==> src/bist_pkg.sv <==
// constants for the self-test checker: register map, fields, widths
// assumes an 8-bit register port and a 35-bit recovered frame payload
package bist_pkg;
  localparam int ADDR_W = 8;
  localparam int DATA_W = 8;
  localparam int PAYLOAD_W = 35;
  localparam int COUNT_W = 8;

  // register offsets
  localparam logic [7:0] ADDR_CONFIG = 8'h24;
  localparam logic [7:0] ADDR_FWD_ERR = 8'h25;
  localparam logic [7:0] ADDR_STATUS = 8'h26;

  // config register fields and reset value
  localparam int CFG_ENABLE_BIT = 0;
  localparam int CFG_OSC_BIT = 1;
  localparam int CFG_USED_W = 2;
  localparam logic [1:0] CONFIG_RESET = 2'h0;

  // status register fields
  localparam int STAT_ACTIVE_BIT = 0;
  localparam int STAT_RESULT_BIT = 1;
  localparam int STAT_LOCK_BIT = 2;
  localparam int STAT_FAILED_BIT = 3;
  localparam int STAT_CHECKING_BIT = 4;

  // counter limits and read filler
  localparam logic [7:0] COUNT_MAX = 8'hff;
  localparam logic [7:0] COUNT_ZERO = 8'h00;
  localparam logic [7:0] COUNT_ONE = 8'h01;
  localparam logic [7:0] READ_ZERO = 8'h00;
endpackage

==> src/chk_link_if.sv <==
// carrier between the top and its payload checker and error tally
// assumes all users run on the same core clock
`timescale 1ns/1ps
interface chk_link_if;
  logic                               ce;
  logic                               frame_valid;
  logic [bist_pkg::PAYLOAD_W-1:0]     payload;
  logic                               checking;
  logic                               frame_err;
  logic                               clear;
  logic [bist_pkg::COUNT_W-1:0]       count;

  modport top (
    output ce,
    output frame_valid,
    output payload,
    output checking,
    output clear,
    input  frame_err,
    input  count
  );
  modport zero_chk (
    input  ce,
    input  frame_valid,
    input  payload,
    input  checking,
    output frame_err
  );
  modport tally (
    input  ce,
    input  frame_err,
    input  clear,
    output count
  );
endinterface

==> src/error_tally.sv <==
// saturating count of frames that carried errors
// assumes clear comes from the top on test start or lock loss
`timescale 1ns/1ps
module error_tally (
  input  wire logic     clk,
  input  wire logic     rst_n,
  chk_link_if.tally     lnk
);

  // an error in the clearing cycle still counts, so set beats clear
  // record errored frames
  always_ff @(posedge clk or negedge rst_n)
  begin
    if (!rst_n)
      lnk.count <= bist_pkg::COUNT_ZERO;
    else if (lnk.ce)
    begin
      if (lnk.clear)
        lnk.count <= lnk.frame_err ? bist_pkg::COUNT_ONE
                                   : bist_pkg::COUNT_ZERO;
      else if (lnk.frame_err && lnk.count != bist_pkg::COUNT_MAX)
        lnk.count <= lnk.count + bist_pkg::COUNT_ONE;
    end
  end
endmodule

==> src/flat_wrapper.sv <==
// flat-port wrapper written by rule: the top's interface ports become plain ports
module error_tally_flat 
  (clk, rst_n, lnk_ce, lnk_frame_err, lnk_clear, lnk_count);
  chk_link_if lnk_i ();
  input  wire logic clk;
  input  wire logic rst_n;
  input wire logic [$bits(lnk_i.ce)-1:0] lnk_ce;
  input wire logic [$bits(lnk_i.frame_err)-1:0] lnk_frame_err;
  input wire logic [$bits(lnk_i.clear)-1:0] lnk_clear;
  output wire logic [$bits(lnk_i.count)-1:0] lnk_count;
  assign lnk_i.ce = lnk_ce;
  assign lnk_i.frame_err = lnk_frame_err;
  assign lnk_i.clear = lnk_clear;
  assign lnk_count = lnk_i.count;
  error_tally u_core (.clk(clk), .rst_n(rst_n), .lnk(lnk_i));
endmodule
==> config.mk <==
export PLATFORM = sky130hd
export DESIGN_NAME = error_tally_flat
export DESIGN_NICKNAME = d
export VERILOG_FILES = /design/src/bist_pkg.sv /design/src/chk_link_if.sv /design/src/error_tally.sv /design/src/flat_wrapper.sv
export SDC_FILE = /design/constraint.sdc
export NUM_CORES = 1
export LEC_CHECK = 0
export ABC_CLOCK_PERIOD_IN_PS = 1330
export CORE_AREA = 2 2 39 41
export CTS_CLUSTER_DIAMETER = 40
export DETAILED_ROUTE_END_ITERATION = 6
export DIE_AREA = 0 0 41 43
export DONT_BUFFER_PORTS = 1
export PLACE_DENSITY = 0.62
export REMOVE_ABC_BUFFERS = 1
export SYNTH_ARGS = -nofsm -noshare
export SYNTH_HDL_FRONTEND = slang
export SYNTH_SLANG_ARGS = --single-unit
==> constraint.sdc <==
create_clock -name clk -period 1.33 [get_ports clk]
set_input_delay 0.0665 -clock clk [delete_from_list [all_inputs] [get_ports clk]]
set_output_delay 0.0665 -clock clk [all_outputs]
set_load 0.1 [all_outputs]
==> impl_metrics.ini <==
[synthesis]
ys_async_sr_fraction_pct = 100
yosys.area.top_type_share_pct = 37.7
synth-edff-count = 0
synth_ff_type = dfrtp_1
ys_types = 30
syn-cell-area_um2 = 531
avgSynthCellArea_um2 = 9.65
ys_seq_area_share_pct = 37.7
syn_inst = 55
yosys_warnings = 0
yosys.area.top_type = dfrtp_1
synthTopCellsByArea = dfrtp_1 38%, a41oi_1 5.0%, a21oi_1 3.8%
synth.ff_latch_count = 8

[cts]
cts_root_buffer = clkbuf_4
cts_buffers = 3
clk_pin_slew_ns = 0.06
tritoncts = done
clock-sinks = 8
htreeDepth = 1
clockBufferDepth = 2
insertion_delay_ns = 0.26
postCtsSetupBuffers = 0

[worst_setup_path]
critPathLaunch = u_core.lnk.count[1]
required_ns = 1.49
ff2ff_path_depth = 4
startpoint_type = register
critical_path_class = reg -> reg
worstPathMaxFanout = 3
crit_path_end_kind = register
r2r_start = u_core.lnk.count[1]
cp.arrival_ns = 1.43
rr_endpoint = u_core.lnk.count[2]
r2r_slack_ns = 0.05
crit_path_end = u_core.lnk.count[2]

[die]
rows = 14
start_util_pct = 38.3
fp.dieW_um = 41
io_pins = 13
core-area_um2 = 1380
die_area_um2 = 1760
die_y_um = 43

[drt]
vias_per_cell = 6.38
drc_errors = 0
wirelength_um = 1470
drtPass1Iterations = 4
ant_nets = 0
drt_iter0_drc = 15
wl_per_cell_um = 16.0
via_count = 587

[sta]
hold_ws_ns = 0.0185
finalHoldViolCount = 0
period_needed_ns = 1.28
drv_slew = 0
fin_skew_ns = 0.00313
period_share_pct = 96.0
maxSlewHeadroom_pct = 74.5
timing.fmax_mhz = 784
rsz0062_at_grt = true
layout_setup_ws_ns = 0.0537
setup_viol_count_final = 0
tightestPinTransition_ns = 0.381

[power_and_ir_drop]
ir_worst_vdd_mv = 0.841
p_int_uw = 530
p_clk_share_pct = 19.0
swShare_pct = 48.0
power.switching_uw = 490
power_frac_seq_pct = 30.2
finalPower_uw = 1020
pwr-share-comb_pct = 50.8
p_leak_uw = 0.000321
p_per_area_nw_per_um2 = 1390

[placement]
dp_hpwl_um = 1030
io_buffers = 0
finalWeightedCongestion = 0.784
pre_cts_ws_ns = 0.0530

[layout]
area_delta_synth_final_pct = 38.7
top_regs = u_core.lnk.count: 8 flops
antennaDiodeCount = 0
drive_gt1_share_pct = 32.9
multi_input_area_um2 = 314
largest_register_ffs = 8
post-route-util_pct = 53.2
fill_cells = 131
finalNetCount = 84
regMostFlops = u_core.lnk.count
layout.area.seq_um2 = 200

[global_route]
grt_pass1_wl_um = 2390
grt_max_degree = 10
overflow = 0
grt_pass1_vias = 524
track_usage_pct = 20.3
antenna_found_initial = 0

[worst_hold_path]
hold_path_class = in -> reg

[run_status]
status = finished clean

[run]
cap_violations = 0
==> per-layer routing <==
layer	vias to the layer above	GRT usage, %	share of wire, %
met5	-	0	0
met4	0	10.0	1.9
met3	4	4.71	5.4
met2	23	30.0	52
met1	290	26.6	41
li1	270	-	-
==> cells by family (layout without fill, tap and decap cells) <==
group                      count (synthesis)  after routing  share of synthesized area, %
AOI/OAI and AO/OA                         21             21                          32.1
and+or+nand+nor                           19             19                          22.9
DFF                                        8              8                          37.7
buffers and inverters                      6             27                          4.95
adders and majority gates                  1              1                          2.36
==> cell usage in the layout (no fill, tap or decap) <==
cell and n:
and2_1 2, o21a_1 1, nand2b_1 1, and4_4 1, o2111ai_1 2, nand3_1 2
a211oi_1 1, o221ai_1 1, inv_1 3, o311ai_2 1, o21ai_0 1, dfrtp_1 8
nor3b_1 1, nor2b_1 3, o221a_1 1, a31o_2 1, nand2_1 2, o311ai_1 1
o31a_1 1, and3b_1 1, clkbuf_4 3, ha_2 1, and3_1 1, a311oi_2 1
a41oi_1 3, a21oi_1 4, nand4_1 3, and4_1 1, dlygate4sd3_1 4, a41o_1 1
buf_4 17, nor3_1 1, a31oi_1 1
==> per-stage QoR <==
stage	TNS (ns)	instance area, µm²	cells
2_1_floorplan	-5.44	515	52
3_3_place_gp	0	663	85
3_5_place_dp	0	663	85
4_1_cts	0	726	92
5_1_grt	-0.128	736	92
6_report	0	736	92
==> Yosys cell counts (2+ instances only) <==
| library cell | instances |
|---|---|
| nand3_1 | 2 |
| nand4_1 | 3 |
| inv_1 | 3 |
| nand2_1 | 2 |
| o2111ai_1 | 2 |
| nor2b_1 | 3 |
| dfrtp_1 | 8 |
| a41oi_1 | 3 |
| buf_2 | 3 |
| a21oi_1 | 4 |
| o311ai_1 | 2 |
| and2_1 | 2 |
==> worst min path at each step <==
stage,cells past startpoint,slack (ns),startpoint,to
CTS,2,0.02,lnk_frame_err,u_core.lnk.count[1]
global route,2,0.02,lnk_frame_err,u_core.lnk.count[1]
global placement,0,-0.23,rst_n,u_core.lnk.count[7]
finish,2,0.02,lnk_frame_err,u_core.lnk.count[1]
floorplan,0,-0.23,rst_n,u_core.lnk.count[0]
detailed placement,0,-0.23,rst_n,u_core.lnk.count[0]
==> repair_timing <==
item | CTS | global route
hold endpoints to repair | 14 | 0
endpoints found under the setup margin | 0 | 4
gates resized for setup | 0 | 2
hold buffers | 4 | 0
==> power groups by stage <==
stage                     Combinational (µW)  Clock, µW  Sequential (µW)
after floorplan                         82.6          0              574
after global placement                   485          0              310
after detailed placement                 486          0              310
after CTS                                505        196              306
after global routing                     542        208              311
final                                    518        194              308
==> critical path, stage by stage, from the launching register on <==
cell	delay, ns
dfrtp_1	0.36
ha_2	0.19
nand4_1	0.13
o21a_1	0.27
o311ai_2	0.24
==> cell type report <==
type                            count  area share, %
Clock buffer                        3           3.06
Inverter                            3           1.53
Multi-Input combinational cell     41           42.7
Sequential cell                     8           27.2
Tap cell                           16           2.72
Timing Repair Buffer               21           22.8
Note: power is estimated with default switching activity, not from simulation.
